[src/inc/uefc_consts.svh]
// offsets, field positions, reset values and write masks of the enhanced control block
// assumes byte addressing on a 32-bit avalon-mm register port
`ifndef UEFC_CONSTS_SVH
`define UEFC_CONSTS_SVH
`define UEFC_OFF_MODEM 5'h00
`define UEFC_OFF_SCRATCH 5'h04
`define UEFC_OFF_FEATURE 5'h08
`define UEFC_OFF_ENHANCED 5'h0c
`define UEFC_OFF_INT_ENABLE 5'h10
`define UEFC_OFF_MODEM_CTRL 5'h14
`define UEFC_RST_SCRATCH 8'hff
`define UEFC_RST_ZERO 8'h00
`define UEFC_LC_GATED_MASK 8'hfc
`define UEFC_IER_GATED_MASK 8'he0
`define UEFC_MCR_GATED_MASK 8'hec
`define UEFC_LC_TXDIS 3
`define UEFC_LC_RXDIS 2
`define UEFC_LC_NINE_BIT 0
`define UEFC_FC_AUTO485 5
`define UEFC_FC_IR_INV 4
`define UEFC_FC_WR_MASK 8'h30
`define UEFC_EF_AUTO_CTS 7
`define UEFC_EF_AUTO_RTS 6
`define UEFC_EF_SPECIAL 5
`define UEFC_EF_ENH 4
`define UEFC_IER_MODEM 3
`define UEFC_IER_TX 1
`define UEFC_MCR_FLOW_SEL 2
`define UEFC_MCR_RTS 1
`define UEFC_MCR_DTR 0
`define UEFC_CMP_PAIR2 2'b01
`endif

[src/logic/uefc_unused_placeholder_none.sv]
// intentionally minimal: no further logic lives outside uefc_core
`default_nettype none
`default_nettype wire

[src/inc/uefc_pkg.sv]
// types shared by the enhanced control block
// assumes nothing beyond a systemverilog compiler
`default_nettype none
package uefc_pkg;
  typedef enum logic [1:0] {
    UEFC_RX_ON = 2'b00,
    UEFC_RX_LAST = 2'b01,
    UEFC_RX_OFF = 2'b10,
    UEFC_RX_WAIT_IDLE = 2'b11
  } uefc_rx_state_t;
  typedef enum logic [1:0] {
    UEFC_TX_IDLE = 2'b00,
    UEFC_TX_BUSY = 2'b01,
    UEFC_TX_TURN = 2'b10
  } uefc_tx_state_t;
endpackage
`default_nettype wire

[src/logic/uefc_core.sv]
// per-channel enhanced control: modem deltas, turnaround, path control, features
// assumes a uart core on clk_i giving bit ticks, fifo levels and character strobes
//
// Register access over Avalon-MM and the register offsets were left to the implementer.
`default_nettype none
`include "uefc_consts.svh"
module uefc_core (
  input wire logic clk_i, // 40 mhz channel clock
  input wire logic reset_n_i, // async reset, active low
  input wire logic ce_i, // clock enable, freezes all state
  input wire logic [4:0] avs_address_i, // byte address
  input wire logic avs_read_i, // read request
  input wire logic avs_write_i, // write request
  input wire logic [31:0] avs_writedata_i, // write data
  input wire logic [3:0] avs_byteenable_i, // byte lanes
  output logic [31:0] avs_readdata_o, // read data
  output logic avs_waitrequest_o, // stall
  input wire logic cts_n_i, // clear-to-send pin
  input wire logic dsr_n_i, // data-set-ready pin
  input wire logic ir_rx_i, // encoded infrared receive pin
  input wire logic rx_line_i, // receive line, idle high
  output logic rts_n_o, // request-to-send pin
  output logic dtr_n_o, // terminal-ready pin
  output logic ir_rx_o, // receive data, polarity corrected
  input wire logic bit_tick_i, // one pulse per bit time
  input wire logic tx_load_i, // byte loaded into holding/fifo
  input wire logic tx_fifo_empty_i, // holding register or fifo empty
  input wire logic tx_shift_empty_i, // shifter empty, stop bit sent
  output logic tx_halt_o, // shifter must not start a character
  input wire logic rx_busy_i, // receiver inside a character
  input wire logic rx_char_valid_i, // received character strobe
  input wire logic [7:0] rx_char_i, // received character
  input wire logic [7:0] xoff2_i, // second xoff character
  output logic rx_enable_o, // receiver may start a character
  output logic rx_store_o, // push last character into fifo
  output logic special_char_o, // special character detected pulse
  output logic xoff_detect_o, // xoff detected pulse
  input wire logic rx_at_trigger_i, // rx fifo at trigger level
  input wire logic rx_above_upper_i, // rx fifo at upper trigger
  input wire logic rx_below_lower_i, // rx fifo below lower trigger
  output logic rx_trigger_int_o, // rx trigger interrupt request
  output logic modem_int_o, // modem status interrupt request
  output logic tx_int_o, // transmit interrupt request
  output logic nine_bit_o, // multidrop mode
  output logic [3:0] sw_flow_sel_o, // software flow selection
  output logic dual_char_o, // two-character xon/xoff pairs
  output logic [2:0] ier_enh_o // enhanced interrupt enables
);
  // ****************************************
  // functions
  // ****************************************
  // gated fields keep old value unless the enhanced bit is set
  function automatic logic [7:0] gated_merge(input logic [7:0] old_v, input logic [7:0] new_v,
                                             input logic [7:0] mask, input logic enh);
    gated_merge = enh ? new_v : ((old_v & mask) | (new_v & ~mask));
  endfunction

  // ****************************************
  // pin synchronisers
  // ****************************************
  // infrared pin shares the filter; it rests low, the others rest high
  logic [3:0] sync1_reg;
  logic [3:0] sync2_reg;
  logic [3:0] sync3_reg;
  logic [3:0] pin_reg;
  always_ff @(posedge clk_i or negedge reset_n_i) begin
    if (!reset_n_i) begin
      sync1_reg <= 4'h7;
      sync2_reg <= 4'h7;
      sync3_reg <= 4'h7;
      pin_reg <= 4'h7;
    end else if (ce_i) begin
      sync1_reg <= {ir_rx_i, rx_line_i, dsr_n_i, cts_n_i};
      sync2_reg <= sync1_reg;
      sync3_reg <= sync2_reg;
      for (int i = 0; i < 4; i++) begin
        if (sync2_reg[i] == sync3_reg[i]) begin
          pin_reg[i] <= sync3_reg[i];
        end
      end
    end
  end
  logic cts_n_s;
  logic dsr_n_s;
  logic rx_line_s;
  assign cts_n_s = pin_reg[0];
  assign dsr_n_s = pin_reg[1];
  assign rx_line_s = pin_reg[2];

  // ****************************************
  // register port
  // ****************************************
  logic ack_reg;
  logic req;
  logic wr_go;
  logic rd_go;
  assign req = avs_read_i | avs_write_i;
  // one wait cycle: data are ready at the second edge of every access
  assign avs_waitrequest_o = req & ~ack_reg;
  assign wr_go = avs_write_i & ack_reg & avs_byteenable_i[0];
  assign rd_go = avs_read_i & ack_reg;
  always_ff @(posedge clk_i or negedge reset_n_i) begin
    if (!reset_n_i) begin
      ack_reg <= 1'b0;
    end else if (ce_i) begin
      ack_reg <= req & ~ack_reg;
    end
  end

  logic [7:0] lc_reg;
  logic [7:0] scratch_reg;
  logic [7:0] fc_reg;
  logic [7:0] ef_reg;
  logic [7:0] ier_reg;
  logic [7:0] mcr_reg;
  logic [1:0] delta_reg;
  logic [7:0] wd;
  logic enh;
  assign wd = avs_writedata_i[7:0];
  assign enh = ef_reg[`UEFC_EF_ENH];
  always_ff @(posedge clk_i or negedge reset_n_i) begin
    if (!reset_n_i) begin
      lc_reg <= `UEFC_RST_ZERO;
      scratch_reg <= `UEFC_RST_SCRATCH;
      fc_reg <= `UEFC_RST_ZERO;
      ef_reg <= `UEFC_RST_ZERO;
      ier_reg <= `UEFC_RST_ZERO;
      mcr_reg <= `UEFC_RST_ZERO;
    end else if (ce_i && wr_go) begin
      case (avs_address_i)
        `UEFC_OFF_MODEM: begin
          lc_reg <= gated_merge(lc_reg, wd & 8'hfd, `UEFC_LC_GATED_MASK, enh);
        end
        `UEFC_OFF_SCRATCH: scratch_reg <= wd;
        `UEFC_OFF_FEATURE: fc_reg <= wd & `UEFC_FC_WR_MASK;
        `UEFC_OFF_ENHANCED: ef_reg <= wd;
        `UEFC_OFF_INT_ENABLE: begin
          ier_reg <= gated_merge(ier_reg, wd, `UEFC_IER_GATED_MASK, enh);
        end
        `UEFC_OFF_MODEM_CTRL: begin
          mcr_reg <= gated_merge(mcr_reg, wd, `UEFC_MCR_GATED_MASK, enh);
        end
        default: begin
        end
      endcase
    end
  end

  // delta flags: a change in the clearing read cycle survives
  logic [1:0] pin_old_reg;
  logic [1:0] change;
  logic rd_status;
  assign change = pin_old_reg ^ {dsr_n_s, cts_n_s};
  assign rd_status = rd_go && avs_address_i == `UEFC_OFF_MODEM;
  always_ff @(posedge clk_i or negedge reset_n_i) begin
    if (!reset_n_i) begin
      pin_old_reg <= 2'h3;
      delta_reg <= 2'h0;
    end else if (ce_i) begin
      pin_old_reg <= {dsr_n_s, cts_n_s};
      delta_reg <= change | (rd_status ? 2'h0 : delta_reg);
    end
  end

  always_ff @(posedge clk_i or negedge reset_n_i) begin
    if (!reset_n_i) begin
      avs_readdata_o <= 32'h0;
    end else if (ce_i && avs_read_i && !ack_reg) begin
      case (avs_address_i)
        `UEFC_OFF_MODEM: avs_readdata_o <= {24'h0, 2'h0, ~dsr_n_s, ~cts_n_s, 2'h0, delta_reg};
        `UEFC_OFF_SCRATCH: avs_readdata_o <= {24'h0, scratch_reg};
        `UEFC_OFF_FEATURE: avs_readdata_o <= {24'h0, fc_reg};
        `UEFC_OFF_ENHANCED: avs_readdata_o <= {24'h0, ef_reg};
        `UEFC_OFF_INT_ENABLE: avs_readdata_o <= {24'h0, ier_reg};
        `UEFC_OFF_MODEM_CTRL: avs_readdata_o <= {24'h0, mcr_reg};
        default: avs_readdata_o <= 32'h0;
      endcase
    end
  end

  // ****************************************
  // transmit direction and flow
  // ****************************************
  uefc_pkg::uefc_tx_state_t tx_state_reg;
  logic [3:0] turn_cnt_reg;
  logic [3:0] delay;
  logic tx_done;
  logic dir_reg;
  assign delay = lc_reg[7:4];
  assign tx_done = tx_fifo_empty_i & tx_shift_empty_i & ~tx_load_i;
  always_ff @(posedge clk_i or negedge reset_n_i) begin
    if (!reset_n_i) begin
      tx_state_reg <= uefc_pkg::UEFC_TX_IDLE;
      turn_cnt_reg <= 4'h0;
      dir_reg <= 1'b0;
    end else if (ce_i) begin
      case (tx_state_reg)
        uefc_pkg::UEFC_TX_IDLE: begin
          if (tx_load_i) begin
            dir_reg <= 1'b1;
            tx_state_reg <= uefc_pkg::UEFC_TX_BUSY;
          end
        end
        uefc_pkg::UEFC_TX_BUSY: begin
          if (tx_done && delay == 4'h0) begin
            dir_reg <= 1'b0;
            tx_state_reg <= uefc_pkg::UEFC_TX_IDLE;
          end else if (tx_done) begin
            turn_cnt_reg <= 4'h0;
            tx_state_reg <= uefc_pkg::UEFC_TX_TURN;
          end
        end
        uefc_pkg::UEFC_TX_TURN: begin
          if (tx_load_i) begin
            tx_state_reg <= uefc_pkg::UEFC_TX_BUSY;
          end else if (bit_tick_i && turn_cnt_reg + 4'h1 == delay) begin
            dir_reg <= 1'b0;
            tx_state_reg <= uefc_pkg::UEFC_TX_IDLE;
          end else if (bit_tick_i) begin
            turn_cnt_reg <= turn_cnt_reg + 4'h1;
          end
        end
        default: tx_state_reg <= uefc_pkg::UEFC_TX_IDLE;
      endcase
    end
  end

  // auto output flow holds the selected pin deasserted between the triggers
  logic flow_hold_reg;
  always_ff @(posedge clk_i or negedge reset_n_i) begin
    if (!reset_n_i) begin
      flow_hold_reg <= 1'b0;
    end else if (ce_i) begin
      if (!ef_reg[`UEFC_EF_AUTO_RTS]) begin
        flow_hold_reg <= 1'b0;
      end else if (rx_above_upper_i) begin
        flow_hold_reg <= 1'b1;
      end else if (rx_below_lower_i) begin
        flow_hold_reg <= 1'b0;
      end
    end
  end

  logic use_dtr;
  logic auto_out;
  logic rts_n_next;
  logic dtr_n_next;
  assign use_dtr = mcr_reg[`UEFC_MCR_FLOW_SEL];
  assign auto_out = ef_reg[`UEFC_EF_AUTO_RTS];
  always_comb begin
    rts_n_next = ~mcr_reg[`UEFC_MCR_RTS];
    dtr_n_next = ~mcr_reg[`UEFC_MCR_DTR];
    if (auto_out && !use_dtr) begin
      rts_n_next = ~mcr_reg[`UEFC_MCR_RTS] | flow_hold_reg;
    end
    if (auto_out && use_dtr) begin
      dtr_n_next = ~mcr_reg[`UEFC_MCR_DTR] | flow_hold_reg;
    end
    // rs485 drives the pin level directly: high while sending
    if (fc_reg[`UEFC_FC_AUTO485]) begin
      rts_n_next = dir_reg;
    end
  end
  always_ff @(posedge clk_i or negedge reset_n_i) begin
    if (!reset_n_i) begin
      rts_n_o <= 1'b1;
      dtr_n_o <= 1'b1;
    end else if (ce_i) begin
      rts_n_o <= rts_n_next;
      dtr_n_o <= dtr_n_next;
    end
  end

  // halt only blocks the next start; a character in flight completes
  assign tx_halt_o = lc_reg[`UEFC_LC_TXDIS]
    | (ef_reg[`UEFC_EF_AUTO_CTS] & (use_dtr ? dsr_n_s : cts_n_s));

  // ****************************************
  // receive path
  // ****************************************
  uefc_pkg::uefc_rx_state_t rx_state_reg;
  always_ff @(posedge clk_i or negedge reset_n_i) begin
    if (!reset_n_i) begin
      rx_state_reg <= uefc_pkg::UEFC_RX_ON;
    end else if (ce_i) begin
      case (rx_state_reg)
        uefc_pkg::UEFC_RX_ON: begin
          if (lc_reg[`UEFC_LC_RXDIS]) begin
            rx_state_reg <= uefc_pkg::UEFC_RX_LAST;
          end
        end
        uefc_pkg::UEFC_RX_LAST: begin
          if (rx_char_valid_i) begin
            rx_state_reg <= uefc_pkg::UEFC_RX_OFF;
          end
        end
        uefc_pkg::UEFC_RX_OFF: begin
          if (!lc_reg[`UEFC_LC_RXDIS]) begin
            rx_state_reg <= uefc_pkg::UEFC_RX_WAIT_IDLE;
          end
        end
        uefc_pkg::UEFC_RX_WAIT_IDLE: begin
          // a start mid-frame would load garbage, so wait for idle high
          if (lc_reg[`UEFC_LC_RXDIS]) begin
            rx_state_reg <= uefc_pkg::UEFC_RX_OFF;
          end else if (rx_line_s && !rx_busy_i) begin
            rx_state_reg <= uefc_pkg::UEFC_RX_ON;
          end
        end
        default: rx_state_reg <= uefc_pkg::UEFC_RX_ON;
      endcase
    end
  end
  assign rx_enable_o = rx_state_reg == uefc_pkg::UEFC_RX_ON
    || rx_state_reg == uefc_pkg::UEFC_RX_LAST;

  logic match;
  logic pair2;
  assign match = ef_reg[`UEFC_EF_SPECIAL] && rx_char_i == xoff2_i;
  assign pair2 = ef_reg[1:0] == `UEFC_CMP_PAIR2;
  always_ff @(posedge clk_i or negedge reset_n_i) begin
    if (!reset_n_i) begin
      rx_store_o <= 1'b0;
      special_char_o <= 1'b0;
      xoff_detect_o <= 1'b0;
    end else if (ce_i) begin
      rx_store_o <= rx_char_valid_i & ~(match & pair2);
      special_char_o <= rx_char_valid_i & match;
      xoff_detect_o <= rx_char_valid_i & match & pair2;
    end
  end

  // ****************************************
  // status outputs
  // ****************************************
  always_ff @(posedge clk_i or negedge reset_n_i) begin
    if (!reset_n_i) begin
      ir_rx_o <= 1'b0;
      modem_int_o <= 1'b0;
      tx_int_o <= 1'b0;
      rx_trigger_int_o <= 1'b0;
    end else if (ce_i) begin
      ir_rx_o <= fc_reg[`UEFC_FC_IR_INV] ? ~pin_reg[3] : pin_reg[3];
      modem_int_o <= ier_reg[`UEFC_IER_MODEM] & (|delta_reg);
      tx_int_o <= ier_reg[`UEFC_IER_TX] & (fc_reg[`UEFC_FC_AUTO485] ?
                  (tx_fifo_empty_i & tx_shift_empty_i) : tx_fifo_empty_i);
      rx_trigger_int_o <= auto_out & rx_at_trigger_i;
    end
  end
  assign nine_bit_o = lc_reg[`UEFC_LC_NINE_BIT];
  assign sw_flow_sel_o = ef_reg[3:0];
  assign dual_char_o = ef_reg[3] & ef_reg[2];
  assign ier_enh_o = ier_reg[7:5];
endmodule // uefc_core
`default_nettype wire

[config.mk]
export PLATFORM = sky130hd
export DESIGN_NAME = uefc_core
export DESIGN_NICKNAME = d
export VERILOG_FILES = /design/src/logic/uefc_unused_placeholder_none.sv /design/src/inc/uefc_pkg.sv /design/src/logic/uefc_core.sv
export VERILOG_INCLUDE_DIRS = /design/src /design/src/inc
export SDC_FILE = /design/constraint.sdc
export NUM_CORES = 1
export LEC_CHECK = 0
export ABC_AREA = 1
export BUFFER_PORTS_ARGS = -buffer_cell sky130_fd_sc_hd__buf_2
export CAP_MARGIN = 20
export CORE_ASPECT_RATIO = 1.25
export CORE_MARGIN = 5
export CORE_UTILIZATION = 50
export CTS_BUF_LIST = sky130_fd_sc_hd__clkbuf_4 sky130_fd_sc_hd__clkbuf_8
export CTS_CLUSTER_SIZE = 24
export DETAILED_ROUTE_END_ITERATION = 16
export PLACE_DENSITY_LB_ADDON = 0.12
export SYNTH_ARGS = -nofsm -noshare
export SYNTH_HDL_FRONTEND = slang
export SYNTH_SLANG_ARGS = --single-unit
[constraint.sdc]
create_clock -name clk_i -period 2.1 [get_ports clk_i]
set_input_delay 0.315 -clock clk_i [delete_from_list [all_inputs] [get_ports clk_i]]
set_output_delay 0.315 -clock clk_i [all_outputs]
set_load 0.02 [all_outputs]
# Word level (Yosys, flattened, before mapping)
# Cells that the tools add are included.
[op_classes] n_addsub=1 n_mux=37 shifts=0 n_bitwise=32 order_cmp=0 n_reduce_logical=36 mul=0 eq_ne=32 n_div=0
[op_table] op="case mux 8 bit (6 select lines)" n=1
[op_table] op="two-way mux 8 bit" n=3
[op_table] op="two-way mux 2 bit" n=11
[op_table] op="!= test 2 bit (second input constant)" n=11
[op_table] op="AND reduction 2 bit" n=11
[op_table] op="two-way mux 4 bit" n=5
[op_table] op="bitwise OR 8 x 5 -> 8 bit" n=2
[op_table] op="bitwise AND 1 bit" n=15
[op_table] op="two-way mux 1 bit" n=13
[op_table] op="!= test 3 bit (second input constant)" n=4
[op_table] op="equality test 5 x 4 -> 1 bit (second input constant)" n=2
[op_table] op="equality test 5 bit (second input constant)" n=2
[op_table] op="logical AND 1 bit" n=10
[op_table] op="equality test 8 bit" n=1
[op_table] op="NOT 1 bit" n=8
[op_table] op="bitwise OR 8 x 1 -> 8 bit" n=1
[op_table] op="case mux 2 bit (4 select lines)" n=1
[op_table] op="case mux 4 bit (2 select lines)" n=1
[op_table] op="AND reduction 7 bit" n=1
[op_table] op="equality test 2 x 1 -> 1 bit (second input constant)" n=3
[op_table] op="equality test 2 bit (second input constant)" n=3
[op_table] op="case mux 2 bit (3 select lines)" n=1
[op_table] op="AND reduction 6 bit" n=1
[op_table] op="equality test 5 x 3 -> 1 bit (second input constant)" n=1
[op_table] op="other kinds (17)" n=26
[totals] mem_count=0 mem_bits_rw=0 out_inout_bits=53 latchBits=0 in_bits=75 ff_bits=114 elab_cells=169 romBits=0

# Logic depth before layout (Yosys ltp)
# Gate-level depths: netlist of the first run.
[logic_depth] word_depth=6 ltp_mapped=12 ltp_nobuf=12

# Worst setup path before layout of the first run
# No wires, ideal clock.
[synth_path] kind="reg-to-reg" start="register tx_state_reg[0]" end="register turn_cnt_reg[0]" path_stages_with_launch=10 setup_time_ps=117 n_path_buf=1 arrival_time_ps=1406 required_ps=1983 period_less_slack_ps=1523 slack_ps=577 path_cell_list="dfrtp_1 inv_1 ha_1 clkbuf_1 o21ai_0 nand3_1 a21oi_2 nand3_1 nand2_1 nand2_1"
[synth_via] elab_chain_cells=3 word_cells_on_any_way=10 classes_between="7 x eq/ne; 1 x mux; 2 x reduce/logical"
[synth_lines] element="from (decl)" line="uefc_core.sv:184" rtl="uefc_pkg::uefc_tx_state_t tx_state_reg;"
[synth_lines] element="from (signal assigned)" line="uefc_core.sv:193" rtl="tx_state_reg <= uefc_pkg::UEFC_TX_IDLE;"
[synth_lines] element="from (signal assigned)" line="uefc_core.sv:201" rtl="tx_state_reg <= uefc_pkg::UEFC_TX_BUSY;"
[synth_lines] element="from (signal assigned)" line="uefc_core.sv:207" rtl="tx_state_reg <= uefc_pkg::UEFC_TX_IDLE;"
[synth_lines] element="equality test 2 bit / equality test 2 x 1 -> 1 bit (equally long branches)" line="uefc_core.sv:197" rtl="case (tx_state_reg)"
[synth_lines] element="!= test 2 bit (no source line) / nonzero test 2 bit (equally long branches)"
[synth_lines] element="AND reduction 7 bit (no source line)"
[synth_lines] element="to (signal assigned)" line="uefc_core.sv:220" rtl="turn_cnt_reg <= turn_cnt_reg + 4'h1;"
[synth_lines] element="to (decl)" line="uefc_core.sv:185" rtl="logic [3:0] turn_cnt_reg;"
# Several ways; a longest one is shown, not always the timed one.
# A chain may end at the register's enable or synchronous reset.

# Worst setup path in the final report of the first run
[layout_path] start="register pin_reg[0]" end="output tx_halt_o"
[layout_via] elab_chain_cells=3
[layout_lines] element="from (decl)" line="uefc_core.sv:65" rtl="logic [3:0] pin_reg;"
[layout_lines] element="from (signal, indexed assignment)" line="uefc_core.sv:78" rtl="pin_reg[i] <= sync3_reg[i];"
[layout_lines] element="two-way mux 1 bit" line="uefc_core.sv:276" rtl="| (ef_reg[`UEFC_EF_AUTO_CTS] & (use_dtr ? dsr_n_s : cts_n_s));"
[layout_lines] element="bitwise AND 1 bit" line="uefc_core.sv:276"
[layout_lines] element="bitwise OR 1 bit" line="uefc_core.sv:275" rtl="assign tx_halt_o = lc_reg[`UEFC_LC_TXDIS]"
[layout_lines] element="to (decl)" line="uefc_core.sv:29" rtl="output logic tx_halt_o,"
# No other way between the ends.

==> flow_summary_export.csv, run 1 <==
group,metric,value,unit
placement,place_area,0.00502,sq mm
clock_network,cts_resized,0,
setup_path,r2r_cells,8,
synthesis,synth.area.top_cells,"dfrtp_1 35%, nand2_1 14%, dfstp_2 14%",
synthesis,synthDistinctLibCells,45,
synthesis,synth_common_cells,"169 x nand2_1, 67 x o21ai_0, 65 x dfrtp_1",
finish,final_nets,725,
global_route,grt-ovfl-total,0,
synthesis,ys_seq_area_frac,0.489,
synthesis,synth-simple-area-share,0.249,
finish,multi_input_area,0.00192,sq mm
sta,worst_slack,0.351,ns
run,cap_violations,0,
pwr,power_density,771,mW/mm^2
floorplan,die-width,95.9,microns
setup_path,startpoint_type,"flip-flop",
clock_network,path_clk_slew,0.09,ns
finish,post-route-util,0.577,
min_path,hp-start,"rx_line_i",
route,drtIter0Drc,196,
route,vias_per_cell,4.93,
floorplan,rows,39,
sta,setup_tns,0,ns
global_route,grt_max_degree,41,
clock_network,clockBufferDepth,2,
sta,fin_crit,1.75,ns
clock_network,clk_latency,0.37,ns
clock_network,numClockSinks,89,
clock_network,cts_tree,"done",
setup_path,r2r_slack,0.39,ns
finish,area_growth,13.5,%
pwr,p_leak,0.00269,uW
sta,fmax,572,MHz
synthesis,syn_area_per_cell,8.13,sq um
global_route,antenna_found_initial,0,
global_route,grtUsageTotal,0.203,
placement,portBuffers,76,
global_route,busiest_layer,"met2",
synthesis,synthAdderAreaFrac,0.0136,
setup_path,worstReg2RegEnd,"turn_cnt_reg[0]",
sta,period_share,0.833,
finish,antenna_cells,0,
sta,skew,0.00680,ns
synthesis,yosys.area.top_type_share,0.353,
route,wl_per_cell,13.9,microns
floorplan,coreArea,0.00908,sq mm
floorplan,die-area,0.0113,sq mm
synthesis,netlist_area,0.00461,sq mm
synthesis,synth.most_common_cell,"nand2_1",
clock_network,root_buffer,"clkbuf_8",
finish,layout-drive-gt1-share,0.234,
clock_network,post_cts_buffers,0,
finish,final_area,0.00523,sq mm
synthesis,synth_cells,567,
setup_path,crit_fanout,6,
finish,nFillCells,878,
synthesis,synth_edf_count,0,
finish,seqCellArea,0.00226,sq mm
synthesis,synth_ff_type,"dfrtp_1",
pwr,vdd_ir_drop_max,0.000589,V
synthesis,synth_xor_area_frac,0.00950,
setup_path,crit_path_end_kind,"output pin",
sta,slew_violations,0,
setup_path,r2r-start,"tx_state_reg[0]",
clock_network,ctsHtreeMaxLevel,3,
floorplan,ioPinCount,128,
synthesis,synth_top_family_by_area,"simple AND/OR/NAND/NOR gates",
setup_path,worstPathArrival,1.43,ns
global_route,grt_pass1_vias,3740,
min_path,hold-path-endpoint,"sync1_reg[2]",
outcome,status,"finished clean",
synthesis,synth_seq_cells,89,
synthesis,async_flop_share,1.00,
placement,dp_slack,0.411,ns
placement,hpwl,8230,microns
sta,hold_viol,0,
floorplan,die_y,117,microns
sta,rsz0062_at_grt,"false",
min_path,whs_path_depth,3,
setup_path,cp.required,1.78,ns
min_path,holdCritPathClass,"in -> reg",
route,drc,0,
synthesis,yosys.area.top_type,"dfrtp_1",
synthesis,ys_warn_count,0,
global_route,grt_use_met2,0.334,
route,vias,3808,
global_route,grt_pass1_wl,17900,microns
route,dr.pass1.iters,5,
placement,place.gp.congestion,0.842,
setup_path,critPathKind,"reg -> out",
route,routed_wl,10700,microns
clock_network,hold_buffers,1,
sta,setup_viol,0,
synthesis,synth_mux_area_frac,0,
global_route,met3_usage,0.0288,
synthesis,synth_compound_area_frac,0.125,
floorplan,start_util,0.508,
route,ant_nets,0,
global_route,use_met1,0.269,
clock_network,cts-buffers-inserted,9,
pwr,power,4030,uW
-- per-stage QoR --
stage          hold slack (ns)  instances
5_1_grt                  0.144        773
3_5_place_dp             0.285        756
4_1_cts                  0.112        773
3_3_place_gp             0.279        756
2_1_floorplan           0.0194        590
6_report                 0.132        773
-- report_power, final --
group,internal (uW),switching (uW),total [uW]
Clock,584,617,1200
Sequential,1890,125,2020
Combinational,284,534,818
-- cell usage in the layout, fill, tap and decap left out, drive strengths merged, types with 2 or more instances in the layout --
master	n
nand4	11
dfrtp	65
a21oi	17
o21ai	75
inv	61
ha	5
nor4	2
xor2	3
nor3	3
clkinvlp	3
xnor2	2
clkbuf	10
or2	3
nand2	175
buf	84
dfstp	24
conb	24
nor2	41
o22ai	2
nand3	24
o211ai	3
clkinv	2
-- final cells by class --
cell class | instances | area share
Sequential cell | 89 | 0.431
Multi-Input combinational cell | 399 | 0.368
Clock buffer | 10 | 0.0263
Timing Repair Buffer | 85 | 0.0890
Inverter | 61 | 0.0438
Clock inverter | 6 | 0.0127
Tap cell | 123 | 0.0294
-- per-layer routing --
layer / wire length [microns] / share of wire / up-vias
met5: 0 / 0 / -
met4: 129 / 0.012 / 0
met3: 597 / 0.056 / 13
met2: 5500 / 0.51 / 108
met1: 4480 / 0.42 / 1761
li1: - / - / 1926
-- how the worst max path moves through the flow --
stage                     startpoint         endpoint  slack (ns)  depth (start not counted)
floorplan            tx_state_reg[0]  turn_cnt_reg[0]        0.58                          9
global placement    avs_address_i[1]        lc_reg[2]        0.42                          7
detailed placement   turn_cnt_reg[0]  tx_state_reg[0]        0.41                         10
CTS                       pin_reg[0]        tx_halt_o        0.34                          3
global route         tx_state_reg[0]  turn_cnt_reg[0]        0.18                          8
finish                    pin_reg[0]        tx_halt_o        0.35                          3
-- critical path, stage by stage, from the launching register on --
cell      delay [ns]
dfstp_2         0.59
o21ai_0         0.10
o21bai_1        0.18
buf_2           0.20
-- logic make-up after synthesis --
family | after synthesis
other | 1
AND/OR/NAND/NOR | 262
flip-flops | 89
adder cells (fa/ha/maj) | 5
XOR/XNOR | 5
buffers and inverters | 102
AO/OA/AOI/OAI | 103
Power figures use the tool's default switching activity.
==> inputs of run 2 (changes only) <==
ABC_AREA = 0   (was 1)
clock period = 1.7 ns   (was 2.1 ns; I/O delays follow)
==> run 2 against run 1 <==
  * First-iteration DRC count down 40%
  * Critical path depth increased by 3
  * Routed wire length decreased by 5.4%
  * Largest power group unchanged
  * Cell area up 4.6%
  * Sequential share of layout area shrank 1.9 points
  * The run now ends with setup timing left
  * Flip-flop and latch count is the same
==> flow_summary_export.csv, run 2 <==
group,metric,value,unit
setup_path,cp.required,1.95,ns
setup_path,worstPathArrival,2.04,ns
clock_network,numClockSinks,89,
floorplan,start_util,0.513,
placement,place_area,0.00514,sq mm
finish,final_cell_mix,"74 x buf_2, 63 x dfrtp_1, 48 x mux2_2",
global_route,antenna_found_initial,0,
finish,final_area,0.00548,sq mm
setup_path,crit_path_end_kind,"flip-flop",
synthesis,synth_edf_count,0,
finish,final_nets,583,
global_route,grt_pass1_wl,16600,microns
synthesis,synthDistinctLibCells,54,
clock_network,ctsHtreeMaxLevel,3,
placement,place.gp.congestion,0.797,
pwr,vdd_ir_drop_max,0.000718,V
global_route,grt_pass1_vias,3349,
sta,setup_tns,-0.255,ns
synthesis,ys_seq_area_frac,0.503,
route,dr.pass1.iters,4,
route,drc,0,
global_route,grtUsageTotal,0.200,
synthesis,syn_area_per_cell,11.5,sq um
sta,hold_viol,0,
clock_network,cts_tree,"done",
sta,fin_crit,1.79,ns
placement,portBuffers,76,
route,wl_per_cell,16.1,microns
synthesis,synth_ff_type,"dfrtp_1",
synthesis,synth.area.top_cells,"dfrtp_1 36%, dfstp_2 14%, mux2_2 12%",
synthesis,netlist_area,0.00449,sq mm
floorplan,coreArea,0.00875,sq mm
sta,worst_slack,-0.0878,ns
synthesis,synth.most_common_cell,"dfrtp_1",
placement,hpwl,7790,microns
route,ant_nets,0,
synthesis,synth_cells,392,
setup_path,crit_fanout,4,
clock_network,clk_latency,0.36,ns
clock_network,path_clk_slew,0.09,ns
route,vias_per_cell,5.19,
clock_network,cts-buffers-inserted,9,
synthesis,async_flop_share,1.00,
synthesis,yosys.area.top_type,"dfrtp_1",
finish,area_growth,22.0,%
finish,mostFrequentLayoutCell,"buf_2",
floorplan,rows,38,
global_route,grt_max_degree,49,
pwr,power_density,993,mW/mm^2
sta,fmax,559,MHz
outcome,violations,"setup timing",
finish,nFillCells,761,
pwr,p_leak,0.00267,uW
sta,setup_viol,4,
outcome,status,"finished with violations",
run,cap_violations,0,
finish,layout-drive-gt1-share,0.451,
floorplan,ioPinCount,128,
clock_network,root_buffer,"clkbuf_8",
setup_path,critPathKind,"reg -> reg",
min_path,holdCritPathClass,"in -> reg",
synthesis,ys_warn_count,0,
route,drtIter0Drc,117,
finish,antenna_cells,0,
sta,rsz0062_at_grt,"true",
floorplan,die-width,94.8,microns
sta,skew,0.0108,ns
clock_network,clockBufferDepth,2,
floorplan,die_y,116,microns
sta,slew_violations,0,
global_route,grt-ovfl-total,0,
route,vias,3261,
synthesis,synth_common_cells,"65 x dfrtp_1, 49 x mux2_2, 32 x buf_4",
route,routed_wl,10100,microns
synthesis,synth_seq_cells,89,
floorplan,die-area,0.0110,sq mm
placement,placedCellCount,605,
synthesis,yosys.area.top_type_share,0.362,
sta,period_share,1.05,
setup_path,startpoint_type,"flip-flop",
finish,fin_cells,628,
## run 2: metal layers
layer / global-route usage / part of all wire
met5: 0 / 0
met4: 0.0905 / 0.022
met3: 0.0377 / 0.031
met2: 0.336 / 0.52
met1: 0.250 / 0.42
## run 2: path summary, 6_finish.rpt
check | start | endpoint | slack (ns) | depth (start not counted)
worst min register to register | avs_readdata_o[0] | avs_readdata_o[0] | 0.48 | 2
worst min-delay path | dsr_n_i | sync1_reg[1] | 0.12 | 2
min in group asynchronous | reset_n_i | turn_cnt_reg[3] | 0.34 | 2
worst max-delay path | turn_cnt_reg[0] | tx_state_reg[1] | -0.09 | 6
worst max register to register | turn_cnt_reg[0] | tx_state_reg[1] | -0.09 | 6
max in group asynchronous | reset_n_i | pin_reg[0] | 0.73 | 3
## run 2: power by group
group          internal (uW)  total [uW]  switching, uW
clock network            827        1580            753
registers               2400        2600            201
logic                    609        1260            649
total                   3840        5440           1600
## run 2: stage by stage
stage	util	power, uW	worst slack [ns]	hold slack (ns)
finish	0.626	5440	-0.0878	0.119
global placement	0.588	3710	-0.0864	0.190
floorplan	-	3370	-0.0952	-0.0406
global route	0.626	5750	-0.191	0.0988
detailed placement	0.588	3760	-0.143	0.190
CTS	0.620	5410	-0.0770	0.0968
## run 2: area by class of cell
type	count	area, sq um	share of cell area
clock inverters	7	95.1	0.0174
flip-flops and latches	89	2260	0.413
well taps	120	150	0.0274
inverters	17	63.8	0.0117
multi-input cells	263	2030	0.370
repair buffers	123	757	0.138
clock buffers	9	124	0.0226
## run 2: cells by family (layout without fill, tap and decap cells)
kind of cell	count (synthesis)	after routing	synth area share
AOI/OAI and AO/OA	73	73	0.115
xor gates and xnor gates	16	16	0.0343
adders and majority gates	5	5	0.0139
buffers and inverters	63	156	0.0808
DFF	89	89	0.503
muxes	63	63	0.157
other	1	24	0.000835
and+or+nand+nor	82	82	0.0953
## run 2: critical path, stage by stage (launching register included)
cell and delay (ns):
dfrtp_2 0.45, ha_4 0.29, xnor2_2 0.10, nand4_1 0.16
nor2_4 0.17, o31a_1 0.21, mux2_4 0.31
## run 2: what timing repair did
action,CTS,global route
hold buffers,1,0
setup buffers,3,3
hold endpoints to repair,19,0
setup endpoints to repair,7,9
resized for setup,8,10
pin swaps,9,4
==> inputs of run 3 (changes only) <==
ABC_CLOCK_PERIOD_IN_PS = 1900   (was not set)
clock period = 1.9 ns   (was 1.7 ns; I/O delays follow)
==> run 3 against run 2 <==
  * The flow now finishes without violations
  * Count of clock-buffer cells in the layout unchanged
  * Flip-flop and latch count unchanged
  * Global-route usage decreased by 0.84 points
  * Via count decreased by 2.5%
  * Largest cell class unchanged
  * Sequential share of layout area increased by 1.3 points
  * Register-to-register slack improved by 0.18 ns
  * Clock power decreased by 13%
  * Non-clock buffer count decreased by 16
  * Die area unchanged
==> flow_summary_export.csv, run 3 (same netlist as run 2, synthesis figures left out) <==
group,metric,value,unit
floorplan,die-width,94.8,microns
setup_path,startpoint_type,"flip-flop",
floorplan,start_util,0.513,
sta,setup_viol,0,
sta,hold_viol,0,
finish,nFillCells,780,
setup_path,r2r_slack,0.09,ns
route,dr.pass1.iters,4,
setup_path,crit_family,"compound AO/OA/AOI/OAI gates",
finish,final_area,0.00530,sq mm
sta,setup_tns,0,ns
route,vias,3178,
setup_path,worstPathArrival,2.06,ns
sta,rsz0062_at_grt,"false",
sta,fmax,553,MHz
global_route,grt_max_degree,51,
global_route,grt_pass1_wl,16000,microns
placement,portBuffers,76,
finish,layout-drive-gt1-share,0.417,
min_path,hold-path-endpoint,"sync1_reg[1]",
global_route,grt-ovfl-total,0,
route,vias_per_cell,5.19,
route,ant_nets,0,
setup_path,r2r_cells,5,
floorplan,coreArea,0.00875,sq mm
floorplan,die_y,116,microns
clock_network,ctsHtreeMaxLevel,3,
pwr,p_comb_frac,0.214,
setup_path,crit_fanout,4,
placement,hpwl,7650,microns
clock_network,cts-buffers-inserted,9,
setup_path,critical_path.cell_chain,"or4_1 -> o21a_1 -> a2111oi_4 -> o21ai_2 -> mux2i_1",
run,cap_violations,0,
setup_path,critPathMaxStageDelay,0.52,ns
outcome,status,"finished clean",
pwr,power_density,888,mW/mm^2
route,wl_per_cell,16.2,microns
setup_path,cp.required,2.15,ns
setup_path,worstReg2RegEnd,"dir_reg",
setup_path,critPathKind,"reg -> reg",
pwr,p_int,3340,uW
finish,final_nets,567,
route,routed_wl,9890,microns
route,drc,0,
setup_path,cp_slowest_cell,"or4_1",
floorplan,die-area,0.0110,sq mm
floorplan,ioPinCount,128,
finish,antenna_cells,0,
clock_network,clk_latency,0.36,ns
pwr,pwr-share-seq,0.494,
finish,area_growth,18.1,%
min_path,whs_path_depth,2,
finish,final_cell_mix,"75 x buf_2, 65 x dfrtp_1, 49 x mux2_2",
setup_path,path_depth,5,
setup_path,cp_num_buf_inv,0,
sta,fin_crit,1.81,ns
route,drtIter0Drc,144,
pwr,swShare,0.290,
placement,place.gp.congestion,0.837,
sta,period_share,0.953,
global_route,grtUsageTotal,0.192,
placement,place_area,0.00505,sq mm
min_path,holdCritPathClass,"in -> reg",
global_route,antenna_found_initial,0,
min_path,hp-start,"dsr_n_i",
setup_path,cp-startpoint,"lc_reg[7]",
setup_path,crit_path_end_kind,"flip-flop",
clock_network,cts_tree,"done",
pwr,p_switching,1360,uW
clock_network,path_clk_slew,0.08,ns
pwr,p_clk_frac,0.293,
finish,mostFrequentLayoutCell,"buf_2",
clock_network,clockBufferDepth,2,
clock_network,numClockSinks,89,
setup_path,r2r-start,"lc_reg[7]",
global_route,grt_pass1_vias,3211,
pwr,p_leak,0.00259,uW
sta,slew_violations,0,
clock_network,root_buffer,"clkbuf_8",
floorplan,rows,38,
pwr,vdd_ir_drop_max,0.000558,V
sta,skew,0.00684,ns
==> run 3: cell types whose count changed in the layout (fill, tap and decap cells not counted), moves of 2 or more <==
cell | previous run | this run
buf_4 | 46 | 29
clkinv_2 | 2 | 5
clkinv_4 | 2 | 0
dfrtp_1 | 63 | 65
dfrtp_2 | 2 | 0
ha_4 | 2 | 0
inv_1 | 15 | 17
inv_2 | 2 | 0
o311ai_0 | 0 | 2
==> run 3: per-stage QoR <==
stage	util	instances	hold slack [ns]	worst slack, ns	total power [uW]
CTS	0.604	611	0.130	0.0111	4720
detailed placement	0.578	593	0.253	0.00876	3330
global placement	0.578	593	0.249	0.0455	3270
finish	0.606	612	0.149	0.0902	4710
floorplan	-	415	-0.0106	0.0106	3000
global route	0.606	612	0.140	0.00658	4970
==> run 3: worst register-to-register path: stages, from the launching register on <==
cell and delay, ns:
dfrtp_1 0.43, or4_1 0.52, o21a_1 0.23, a2111oi_4 0.29, o21ai_2 0.10, mux2i_1 0.13
==> run 3: repair_timing <==
action / CTS / global route
buffers inserted: 1 / 1
hold endpoints to repair: 28 / 0
hold buffers: 1 / 0
pin swaps: 3 / 6
resized for setup: 1 / 5
setup endpoints to repair: 2 / 5
==> run 3: power by group through the flow <==
stage	combinational (uW)	clock, uW	sequential, uW
after detailed placement	969	0	2360
after global placement	932	0	2340
after floorplan	674	0	2330
after global routing	1120	1490	2360
after CTS	980	1420	2320
final	1010	1380	2320
==> run 3: cell type report <==
type	count	area (sq um)	area share
Sequential cell	89	2260	0.426
Multi-Input combinational cell	263	1980	0.373
Inverter	17	63.8	0.0120
Clock inverter	7	85.1	0.0160
Tap cell	120	150	0.0283
Timing Repair Buffer	107	643	0.121
Clock buffer	9	124	0.0234
==> run 3: how the worst max path moves through the flow <==
stage / to / slack [ns]
detailed placement: tx_state_reg[0] / 0.009
floorplan: tx_state_reg[0] / 0.01
CTS: tx_state_reg[0] / 0.01
global placement: tx_state_reg[0] / 0.05
finish: dir_reg / 0.09
global route: tx_state_reg[0] / 0.007
==> run 3: routing by layer <==
metal,GRT usage,share of wire
met3,0.0370,0.042
met1,0.233,0.41
met4,0.0722,0.016
met2,0.336,0.53
met5,0,0
